==> src/mic_gain_cfg.svh <==
// constants of the microphone gain stage control: offsets, fields, resets, timing
// assumes it is included by bare name from the package and the design module
// Notes on behaviour
// - two-bit bias code picks microphone bias level
// - seven-bit gain code, 0.5 dB per step
// - gain changes move gradually by soft-stepping
// - reset gives 0 dB gain, soft-stepping enabled
// - two-bit field in power register controls soft-step
// - soft-step ticks come from internal divider
// - resistance code 01 adds 6 dB, 1x subtracts
// - same scaling for both auxiliary inputs
// - one bit selects automatic gain loop
// - without automatic loop, fixed code is target
// - status bit set when applied equals target
// - preamp disabled forces applied gain to 0 dB
// - mute holds the digital output word
// - power flag readable, held until ramp ends
`ifndef MIC_GAIN_CFG_SVH
`define MIC_GAIN_CFG_SVH

// ****************************************
// register offsets
// ****************************************
`define OFS_STATUS     8'h24
`define OFS_BIAS       8'h2e
`define OFS_GAIN       8'h2f
`define OFS_RIN        8'h30
`define OFS_PWR        8'h51
`define OFS_MUTE       8'h52
`define OFS_AGC        8'h56

// ****************************************
// field positions and reset values
// ****************************************
`define BIT_REACHED    7
`define BIT_PWR_FLAG   6
`define BIT_PWR_UP     7
`define BIT_PREAMP_DIS 7
`define BIT_MUTE       7
`define BIT_AGC_EN     7
`define RST_BIAS       8'h00
`define RST_GAIN       8'h80
`define RST_RIN        8'h00
`define RST_PWR        8'h00
`define RST_MUTE       8'h00
`define RST_AGC        8'h00
`define SOFTSTEP_ON    2'h0
`define GAIN_MAX       7'h77
`define GAIN_SIX_DB    9'h00c

// ****************************************
// timing: soft-step tick period
// ****************************************
`define CLK_NS         40
`define STEP_TICK_NS   1000000
`define STEP_TICK_CYC  (`STEP_TICK_NS / `CLK_NS)

`endif

==> src/mic_gain_pkg.sv <==
// types of the microphone gain stage control
// assumes the constants header sits beside it
package mic_gain_pkg;
	`include "mic_gain_cfg.svh"

	// converter power sequence
	typedef enum logic [1:0] {
		PWR_OFF,
		PWR_ON,
		PWR_RAMP_DOWN
	} pwr_state_t;

	// effective gain in signed half-dB codes
	typedef logic signed [8:0] eff_gain_t;
endpackage

==> src/mic_gain_stage_control.sv <==
// microphone gain stage control: registers, soft-stepped preamp gain, mute hold
// assumes register port strobes and converter words are synchronous to clk_i
`timescale 1ns/1ps
`include "mic_gain_cfg.svh"
module mic_gain_stage_control
	import mic_gain_pkg::*;
#(
	parameter int STEP_DIV = `STEP_TICK_CYC
) (
	// clock and reset
	input  wire logic             clk_i,
	input  wire logic             rst_b_i,
	// register port
	input  wire logic [7:0]       reg_addr_i,
	input  wire logic             reg_wr_i,
	input  wire logic             reg_rd_i,
	input  wire logic [7:0]       reg_wdata_i,
	output logic      [7:0]       reg_rdata_o,
	// automatic gain loop and converter data
	input  wire logic [6:0]       agc_gain_i,
	input  wire logic [15:0]      adc_word_i,
	input  wire logic             adc_valid_i,
	output logic      [15:0]      adc_word_o,
	// analog controls
	output logic      [1:0]       mic_bias_level_o,
	output logic      [6:0]       mic_preamp_gain_o,
	output logic                  adc_power_flag_o,
	output eff_gain_t             mic_eff_gain_o,
	output eff_gain_t             auxiliary_input_one_gain_o,
	output eff_gain_t             auxiliary_input_two_gain_o
);

	// elaboration check on the divider
	if (STEP_DIV < 1) begin : g_chk
		$error("STEP_DIV must be at least one");
	end

	// ****************************************
	// register file
	// ****************************************
	logic [7:0] bias_r, bias_nxt;
	logic [7:0] gain_r, gain_nxt;
	logic [7:0] rin_r, rin_nxt;
	logic [7:0] pwr_r, pwr_nxt;
	logic [7:0] mute_r, mute_nxt;
	logic [7:0] agc_r, agc_nxt;
	logic [7:0] rdata_r, rdata_nxt;
	logic       reached_r;

	// software writes; the status register is read-only
	always_comb begin
		bias_nxt = bias_r;
		gain_nxt = gain_r;
		rin_nxt  = rin_r;
		pwr_nxt  = pwr_r;
		mute_nxt = mute_r;
		agc_nxt  = agc_r;
		if (reg_wr_i) begin
			if (reg_addr_i == `OFS_BIAS) begin
				bias_nxt = reg_wdata_i;
			end else if (reg_addr_i == `OFS_GAIN) begin
				gain_nxt = reg_wdata_i;
			end else if (reg_addr_i == `OFS_RIN) begin
				rin_nxt = reg_wdata_i;
			end else if (reg_addr_i == `OFS_PWR) begin
				pwr_nxt = reg_wdata_i;
			end else if (reg_addr_i == `OFS_MUTE) begin
				mute_nxt = reg_wdata_i;
			end else if (reg_addr_i == `OFS_AGC) begin
				agc_nxt = reg_wdata_i;
			end
		end
	end

	// read data is captured on the read strobe; unmapped reads give zero
	always_comb begin
		rdata_nxt = rdata_r;
		if (reg_rd_i) begin
			if (reg_addr_i == `OFS_STATUS) begin
				rdata_nxt = {reached_r, adc_power_flag_o, 6'h00};
			end else if (reg_addr_i == `OFS_BIAS) begin
				rdata_nxt = bias_r;
			end else if (reg_addr_i == `OFS_GAIN) begin
				rdata_nxt = gain_r;
			end else if (reg_addr_i == `OFS_RIN) begin
				rdata_nxt = rin_r;
			end else if (reg_addr_i == `OFS_PWR) begin
				rdata_nxt = pwr_r;
			end else if (reg_addr_i == `OFS_MUTE) begin
				rdata_nxt = mute_r;
			end else if (reg_addr_i == `OFS_AGC) begin
				rdata_nxt = agc_r;
			end else begin
				rdata_nxt = 8'h00;
			end
		end
	end

	always_ff @(posedge clk_i or negedge rst_b_i) begin
		if (!rst_b_i) begin
			bias_r  <= `RST_BIAS;
			gain_r  <= `RST_GAIN;
			rin_r   <= `RST_RIN;
			pwr_r   <= `RST_PWR;
			mute_r  <= `RST_MUTE;
			agc_r   <= `RST_AGC;
			rdata_r <= 8'h00;
		end else begin
			bias_r  <= bias_nxt;
			gain_r  <= gain_nxt;
			rin_r   <= rin_nxt;
			pwr_r   <= pwr_nxt;
			mute_r  <= mute_nxt;
			agc_r   <= agc_nxt;
			rdata_r <= rdata_nxt;
		end
	end

	// ****************************************
	// soft-step tick divider
	// ****************************************
	logic [31:0] div_r, div_nxt;
	logic        tick;

	// free-running on clk_i, so soft-step ticks come only while that clock runs
	always_comb begin
		tick    = (div_r == 32'(STEP_DIV - 1));
		div_nxt = tick ? 32'h0000_0000 : div_r + 32'h0000_0001;
	end

	always_ff @(posedge clk_i or negedge rst_b_i) begin
		if (!rst_b_i) begin
			div_r <= 32'h0000_0000;
		end else begin
			div_r <= div_nxt;
		end
	end

	// ****************************************
	// gain target, soft-step and power sequence
	// ****************************************
	pwr_state_t st_r, st_nxt;
	logic [6:0] applied_r, applied_nxt;
	logic [6:0] target, code;
	logic       soft_en, preamp_en, reached_nxt;
	logic       flag_r, flag_nxt;

	always_comb begin
		soft_en   = (pwr_r[1:0] == `SOFTSTEP_ON);
		preamp_en = !gain_r[`BIT_PREAMP_DIS];
		code      = agc_r[`BIT_AGC_EN] ? agc_gain_i : gain_r[6:0];
		if (code > `GAIN_MAX) begin
			code = `GAIN_MAX;
		end
		target = (st_r == PWR_ON) ? code : 7'h00;
		// power sequence: ramp to 0 dB before the flag clears
		st_nxt = st_r;
		case (st_r)
			PWR_OFF: begin
				if (pwr_r[`BIT_PWR_UP]) begin
					st_nxt = PWR_ON;
				end
			end
			PWR_ON: begin
				if (!pwr_r[`BIT_PWR_UP]) begin
					st_nxt = PWR_RAMP_DOWN;
				end
			end
			default: begin
				if (pwr_r[`BIT_PWR_UP]) begin
					st_nxt = PWR_ON;
				end else if (applied_r == 7'h00) begin
					st_nxt = PWR_OFF;
				end
			end
		endcase
		// applied gain follows the target
		applied_nxt = applied_r;
		if (!preamp_en) begin
			applied_nxt = 7'h00;
		end else if (!soft_en) begin
			applied_nxt = target;
		end else if (tick && applied_r < target) begin
			applied_nxt = applied_r + 7'h01;
		end else if (tick && applied_r > target) begin
			applied_nxt = applied_r - 7'h01;
		end
		reached_nxt = (applied_r == target);
		// registered from the next state so the flag leaves a flip-flop with no lag
		flag_nxt    = (st_nxt != PWR_OFF);
	end

	always_ff @(posedge clk_i or negedge rst_b_i) begin
		if (!rst_b_i) begin
			st_r      <= PWR_OFF;
			applied_r <= 7'h00;
			reached_r <= 1'b1;
			flag_r    <= 1'b0;
		end else begin
			st_r      <= st_nxt;
			applied_r <= applied_nxt;
			reached_r <= reached_nxt;
			flag_r    <= flag_nxt;
		end
	end

	// ****************************************
	// effective gain per input and mute hold
	// ****************************************
	logic [15:0] word_r, word_nxt;
	logic        muted;

	// resistance field i sits at bits 7-6, 5-4, 3-2 for mic and both aux inputs
	for (genvar i = 0; i < 3; i++) begin : g_eff
		// each input keeps its own register, so no variable has two driving processes
		logic [1:0] sel;
		eff_gain_t  eff_r, eff_nxt;
		assign sel = rin_r[7 - 2 * i -: 2];
		always_comb begin
			eff_nxt = eff_gain_t'({2'b00, applied_r});
			if (sel == 2'b01) begin
				eff_nxt = eff_nxt + `GAIN_SIX_DB;
			end else if (sel[1]) begin
				eff_nxt = eff_nxt - `GAIN_SIX_DB;
			end
		end
		always_ff @(posedge clk_i or negedge rst_b_i) begin
			if (!rst_b_i) begin
				eff_r <= 9'h000;
			end else begin
				eff_r <= eff_nxt;
			end
		end
	end

	// a muted converter holds its last word rather than zeroing it
	always_comb begin
		muted    = mute_r[`BIT_MUTE] || gain_r[`BIT_PREAMP_DIS];
		word_nxt = word_r;
		if (adc_valid_i && !muted) begin
			word_nxt = adc_word_i;
		end
	end

	always_ff @(posedge clk_i or negedge rst_b_i) begin
		if (!rst_b_i) begin
			word_r <= 16'h0000;
		end else begin
			word_r <= word_nxt;
		end
	end

	// ****************************************
	// outputs
	// ****************************************
	// the codec clock may stop only once this flag drops
	assign reg_rdata_o                = rdata_r;
	assign adc_word_o                 = word_r;
	assign mic_bias_level_o           = bias_r[1:0];
	assign mic_preamp_gain_o          = applied_r;
	assign adc_power_flag_o           = flag_r;
	assign mic_eff_gain_o             = g_eff[0].eff_r;
	assign auxiliary_input_one_gain_o = g_eff[1].eff_r;
	assign auxiliary_input_two_gain_o = g_eff[2].eff_r;

	// ****************************************
	// assertions
	// ****************************************
	property p_bias;
		@(posedge clk_i) disable iff (!rst_b_i)
		reg_wr_i && reg_addr_i == `OFS_BIAS |=> mic_bias_level_o == $past(reg_wdata_i[1:0]);
	endproperty
	a_bias: assert property (p_bias) else $error("bias level not taken");

	property p_max;
		@(posedge clk_i) disable iff (!rst_b_i)
		mic_preamp_gain_o <= `GAIN_MAX;
	endproperty
	a_max: assert property (p_max) else $error("gain above top code");

	property p_hold;
		@(posedge clk_i) disable iff (!rst_b_i)
		soft_en && preamp_en && !tick |=> $stable(mic_preamp_gain_o);
	endproperty
	a_hold: assert property (p_hold) else $error("gain moved without tick");

	property p_step;
		@(posedge clk_i) disable iff (!rst_b_i)
		soft_en && preamp_en && tick && applied_r < target |=> applied_r == $past(applied_r) + 7'h01;
	endproperty
	a_step: assert property (p_step) else $error("step not one code");

	property p_dis;
		@(posedge clk_i) disable iff (!rst_b_i)
		!preamp_en |=> mic_preamp_gain_o == 7'h00;
	endproperty
	a_dis: assert property (p_dis) else $error("disabled preamp not 0 dB");

	property p_reach;
		@(posedge clk_i) disable iff (!rst_b_i)
		1'b1 |=> reached_r == ($past(applied_r) == $past(target));
	endproperty
	a_reach: assert property (p_reach) else $error("reached flag wrong");

	property p_mute;
		@(posedge clk_i) disable iff (!rst_b_i)
		muted |=> $stable(adc_word_o);
	endproperty
	a_mute: assert property (p_mute) else $error("muted word changed");

	property p_flag;
		@(posedge clk_i) disable iff (!rst_b_i)
		st_r == PWR_RAMP_DOWN && applied_r != 7'h00 |=> adc_power_flag_o;
	endproperty
	a_flag: assert property (p_flag) else $error("flag dropped before ramp end");

	property p_fixed;
		@(posedge clk_i) disable iff (!rst_b_i)
		st_r == PWR_ON && !agc_r[`BIT_AGC_EN] && gain_r[6:0] <= `GAIN_MAX |-> target == gain_r[6:0];
	endproperty
	a_fixed: assert property (p_fixed) else $error("fixed code not target");

	property p_jump;
		@(posedge clk_i) disable iff (!rst_b_i)
		!soft_en && preamp_en |=> mic_preamp_gain_o == $past(target);
	endproperty
	a_jump: assert property (p_jump) else $error("unstepped gain not at target");

	property p_plus;
		@(posedge clk_i) disable iff (!rst_b_i)
		rin_r[7:6] == 2'b01 |=> mic_eff_gain_o == eff_gain_t'({2'b00, $past(applied_r)}) + `GAIN_SIX_DB;
	endproperty
	a_plus: assert property (p_plus) else $error("mic gain not raised by 6 dB");

	property p_minus;
		@(posedge clk_i) disable iff (!rst_b_i)
		rin_r[3] |=> auxiliary_input_two_gain_o == eff_gain_t'({2'b00, $past(applied_r)}) - `GAIN_SIX_DB;
	endproperty
	a_minus: assert property (p_minus) else $error("aux two gain not lowered by 6 dB");

	c_ramp: cover property (@(posedge clk_i) disable iff (!rst_b_i) tick && applied_r < target ##1 reached_nxt);
	c_down: cover property (@(posedge clk_i) disable iff (!rst_b_i) st_r == PWR_RAMP_DOWN ##1 st_r == PWR_OFF);
	c_mute: cover property (@(posedge clk_i) disable iff (!rst_b_i) muted && adc_valid_i);
endmodule

==> config.mk <==
export PLATFORM = sky130hd
export DESIGN_NAME = mic_gain_stage_control
export DESIGN_NICKNAME = d
export VERILOG_FILES = /design/src/mic_gain_pkg.sv /design/src/mic_gain_stage_control.sv
export VERILOG_INCLUDE_DIRS = /design/src /design/src/src
export SDC_FILE = /design/constraint.sdc
export NUM_CORES = 1
export LEC_CHECK = 0
export ABC_AREA = 1
export BUFFER_PORTS_ARGS = -buffer_cell sky130_fd_sc_hd__buf_4
export CAP_MARGIN = 10
export CORE_ASPECT_RATIO = 0.7
export CORE_UTILIZATION = 30
export CTS_BUF_LIST = sky130_fd_sc_hd__clkbuf_8
export CTS_CLUSTER_SIZE = 10
export DETAILED_ROUTE_END_ITERATION = 10
export GPL_TIMING_DRIVEN = 0
export PLACE_DENSITY = 0.46
export REMOVE_ABC_BUFFERS = 1
export SKIP_CTS_REPAIR_TIMING = 1
export SYNTH_ARGS = -nofsm -noshare
export SYNTH_HDL_FRONTEND = slang
export SYNTH_SLANG_ARGS = --single-unit
==> constraint.sdc <==
create_clock -name clk_i -period 5.3 [get_ports clk_i]
set_input_delay 0.265 -clock clk_i [delete_from_list [all_inputs] [get_ports clk_i]]
set_output_delay 0.265 -clock clk_i [all_outputs]
set_load 0.02 [all_outputs]
==> impl_metrics.yaml <==
timing:
  max_freq_mhz: 264
  finalHoldViolations: 0
  drv_slew: 0
  tns_ns: 0
  rsz0062_at_grt: "false"
  period_minus_slack_ns: 3.79
  finalSetupViolCount: 0
  min_period_over_period_pct: 71.5
  finClkSkew_ns: 0.0130
  timing.slew.headroom_pct: 42.1
  worst_slew_pin_slew_ns: 0.866
routing:
  post-route-drc-count: 0
  routed_wl_um: 20600
  wl_per_cell_um: 15.6
  drt_iter0_drc: 500
  vias: 6112
  ant_nets: 0
  drt_pass1_iterations: 5
  post_drt_via_cell_ratio: 4.63
global_route:
  grt_pass1_wl_um: 32600
  grt_overflow: 0
  grt_usage_pct: 17.2
  grt_pass1_vias: 5691
  antenna_found_initial: 0
  grt_max_degree: 94
power_and_ir_drop:
  switching_share_pct: 35.8
  power_w: 0.00322
  seqPwrFrac_pct: 40.4
  intPower_w: 0.00207
  power.switching_w: 0.00115
  p_clk_share_pct: 27.6
  peakVddDrop_uv: 219
  cellLeakagePower_nw: 4.42
  power_frac_comb_pct: 32.0
  p_per_area_nw_per_um2: 367
worst_setup_path:
  cp.required_ns: 5.68
  startpoint_type: "flop"
  critPathCaptureType: "flop"
  critPathKind: "reg2reg"
  crit_path_frequent_cell: "nand2_1"
  cp-startpoint: "agc_r[7]$_DFFE_PN0P_"
  crit_chain: "inv_1, nand2_1, nand2_1, nand4_1, o21ai_0, nand2_1, ha_1, a21oi_1, nand2_1, a21oi_1, o211ai_1, ha_1, a21o_1, a31oi_1, xnor2_1, o21ai_0, o21bai_1"
  rr_startpoint: "agc_r[7]$_DFFE_PN0P_"
  arrival_ns: 4.17
  cp.depth: 17
  cp_slowest_cell: "dfrtp_1"
  crit_buf_inv: 1
  cp_top_family: "compound AO/OA/AOI/OAI gates"
  r2r_cells: 17
  crit_fanout: 9
  slowest_delay_ns: 0.50
placement:
  io_buffers: 104
  gp_congestion: 0.903
  placedCellCount: 1287
  dp_hpwl_um: 15600
synthesis:
  synth_area_um2: 7300
  ys_types: 43
  synthCells: 886
  syn-mean-instance-area_um2: 8.24
  yosysWarnings: 0
  synth-seq-area-share_pct: 47.3
  ys_ff_latch: 138
  async_flop_share_pct: 100
  synth-main-ff-cell: "dfrtp_1"
  synth-edff-count: 0
run_status:
  status: "finished, final reports clean"
clocking:
  clkTransAtPathRegs_ns: 0.07
  cts.path.max_buffers: 2
  clockRootBuffer: "clkbuf_8"
  numCtsBuffers: 17
  clock_sinks: 138
  cts_tree: "done"
  clk_latency_ns: 0.47
  h-tree-depth: 4
final_layout:
  area_growth_pct: 20.1
  nets: 1049
  final-instance-count-excl-fill: 1320
  diodes: 0
  final_cell_mix: "222 x nand2_1, 136 x dfrtp_1, 103 x buf_4, 100 x inv_1, 92 x nor2_1"
  layout_commonest_cell: "nand2_1"
  nFillCells: 2528
  drive_above_1_share_pct: 18.8
min_path:
  hold_path_class: "in2reg"
  hp-start: "adc_word_i[10]"
  hold_depth: 2
floorplanning:
  fp.coreArea_um2: 23800
  dieArea_um2: 25000
  die_x_um: 188
  die_h_um: 133
  ios: 105
  rows: 47
  start_util_pct: 30.7
flow_run:
  drv_cap: 0
worst paths after layout:
check | end | slack [ns]
setup / recovery | mic_preamp_gain_o[3]$_DFFE_PN0P_ | 1.51
hold / removal | adc_word_o[10]$_DFFE_PN0P_ | 0.03
setup reg to reg | mic_preamp_gain_o[3]$_DFFE_PN0P_ | 1.51
hold reg to reg | st_r[1]$_DFF_PN0_ | 0.45
max in group asynchronous | reached_r$_DFF_PN1_ | 4.14
min in group asynchronous | adc_word_o[2]$_DFFE_PN0P_ | 0.30
flip-flops by register name, indices dropped and copies added (netlist names):
register / flops
adc_power_flag_o: 1
adc_word_o: 16
agc_r: 8
auxiliary_input_one_gain_o: 7
auxiliary_input_two_gain_o: 9
bias_r: 8
div_r: 32
gain_r: 8
mic_eff_gain_o: 7
mic_preamp_gain_o: 7
mute_r: 8
pwr_r: 8
reached_r: 1
reg_rdata_o: 8
rin_r: 8
st_r: 2
stage by stage:
| step | setup slack [ns] | hold WS, ns | utilization (%) | cell area (µm²) |
|---|---|---|---|---|
| after global routing | 1.12 | 0.0000562 | 36.9 | 8770 |
| after detailed placement | 1.55 | 0.238 | 35.2 | 8360 |
| final | 1.51 | 0.0316 | 36.9 | 8770 |
| after global placement | 1.48 | 0.445 | 35.0 | 8320 |
| after floorplan | 2.25 | -0.0306 | - | 7140 |
| after CTS | 1.52 | -0.277 | 36.9 | 8760 |
area by class of cell:
| cell class | instances | area, µm² | area share [%] |
|---|---|---|---|
| timing repair buffer | 107 | 827 | 9.43 |
| inverter | 107 | 404 | 4.61 |
| clock inverter | 10 | 98.8 | 1.13 |
| tap | 318 | 398 | 4.54 |
| multi-input combinational | 618 | 3280 | 37.4 |
| clock buffer | 22 | 303 | 3.45 |
| sequential | 138 | 3460 | 39.4 |
routing by layer:
| metal | vias to the layer above | GRT usage [%] | share of wire [%] |
|---|---|---|---|
| met1 | 2850 | 27.9 | 56 |
| met4 | 0 | 4.84 | 0.78 |
| met3 | 12 | 4.03 | 5.4 |
| met5 | - | 0 | 0 |
| met2 | 168 | 21.7 | 38 |
| li1 | 3082 | - | - |
cell families (layout without fill, tap and decap cells):
group	count (synthesis)	count (layout)	share of synthesized area, %
AND/OR/NAND/NOR	438	438	26.7
flip-flops	138	138	47.3
buffers and inverters	130	246	7.71
AO/OA/AOI/OAI	111	111	8.46
XOR/XNOR	36	36	4.32
multiplexers	17	17	2.60
adder cells (fa/ha/maj)	16	16	2.84
synth_stat cells (all sizes together) (15+ instances only):
| library cell | instances | share of area [%] |
|---|---|---|
| nand2 | 233 | 13 |
| dfrtp | 136 | 47 |
| inv | 106 | 5.5 |
| nor2 | 103 | 6.0 |
| o21ai | 70 | 4.8 |
| nand3 | 40 | 2.9 |
| nor3 | 32 | 2.2 |
| xor2 | 27 | 3.2 |
| nand4 | 19 | 1.7 |
| buf | 18 | 1.8 |
| mux2 | 16 | 2.5 |
| ha | 15 | 2.6 |
power by group through the flow:
stage	Sequential, W	Clock [W]	Combinational, W
after floorplan	0.00144	0	0.000492
after global placement	0.00132	0	0.00103
after detailed placement	0.00132	0	0.00103
after CTS	0.00130	0.000926	0.00104
after global routing	0.00132	0.000968	0.00113
final	0.00130	0.000889	0.00103
Power figures use the tool's default switching activity.
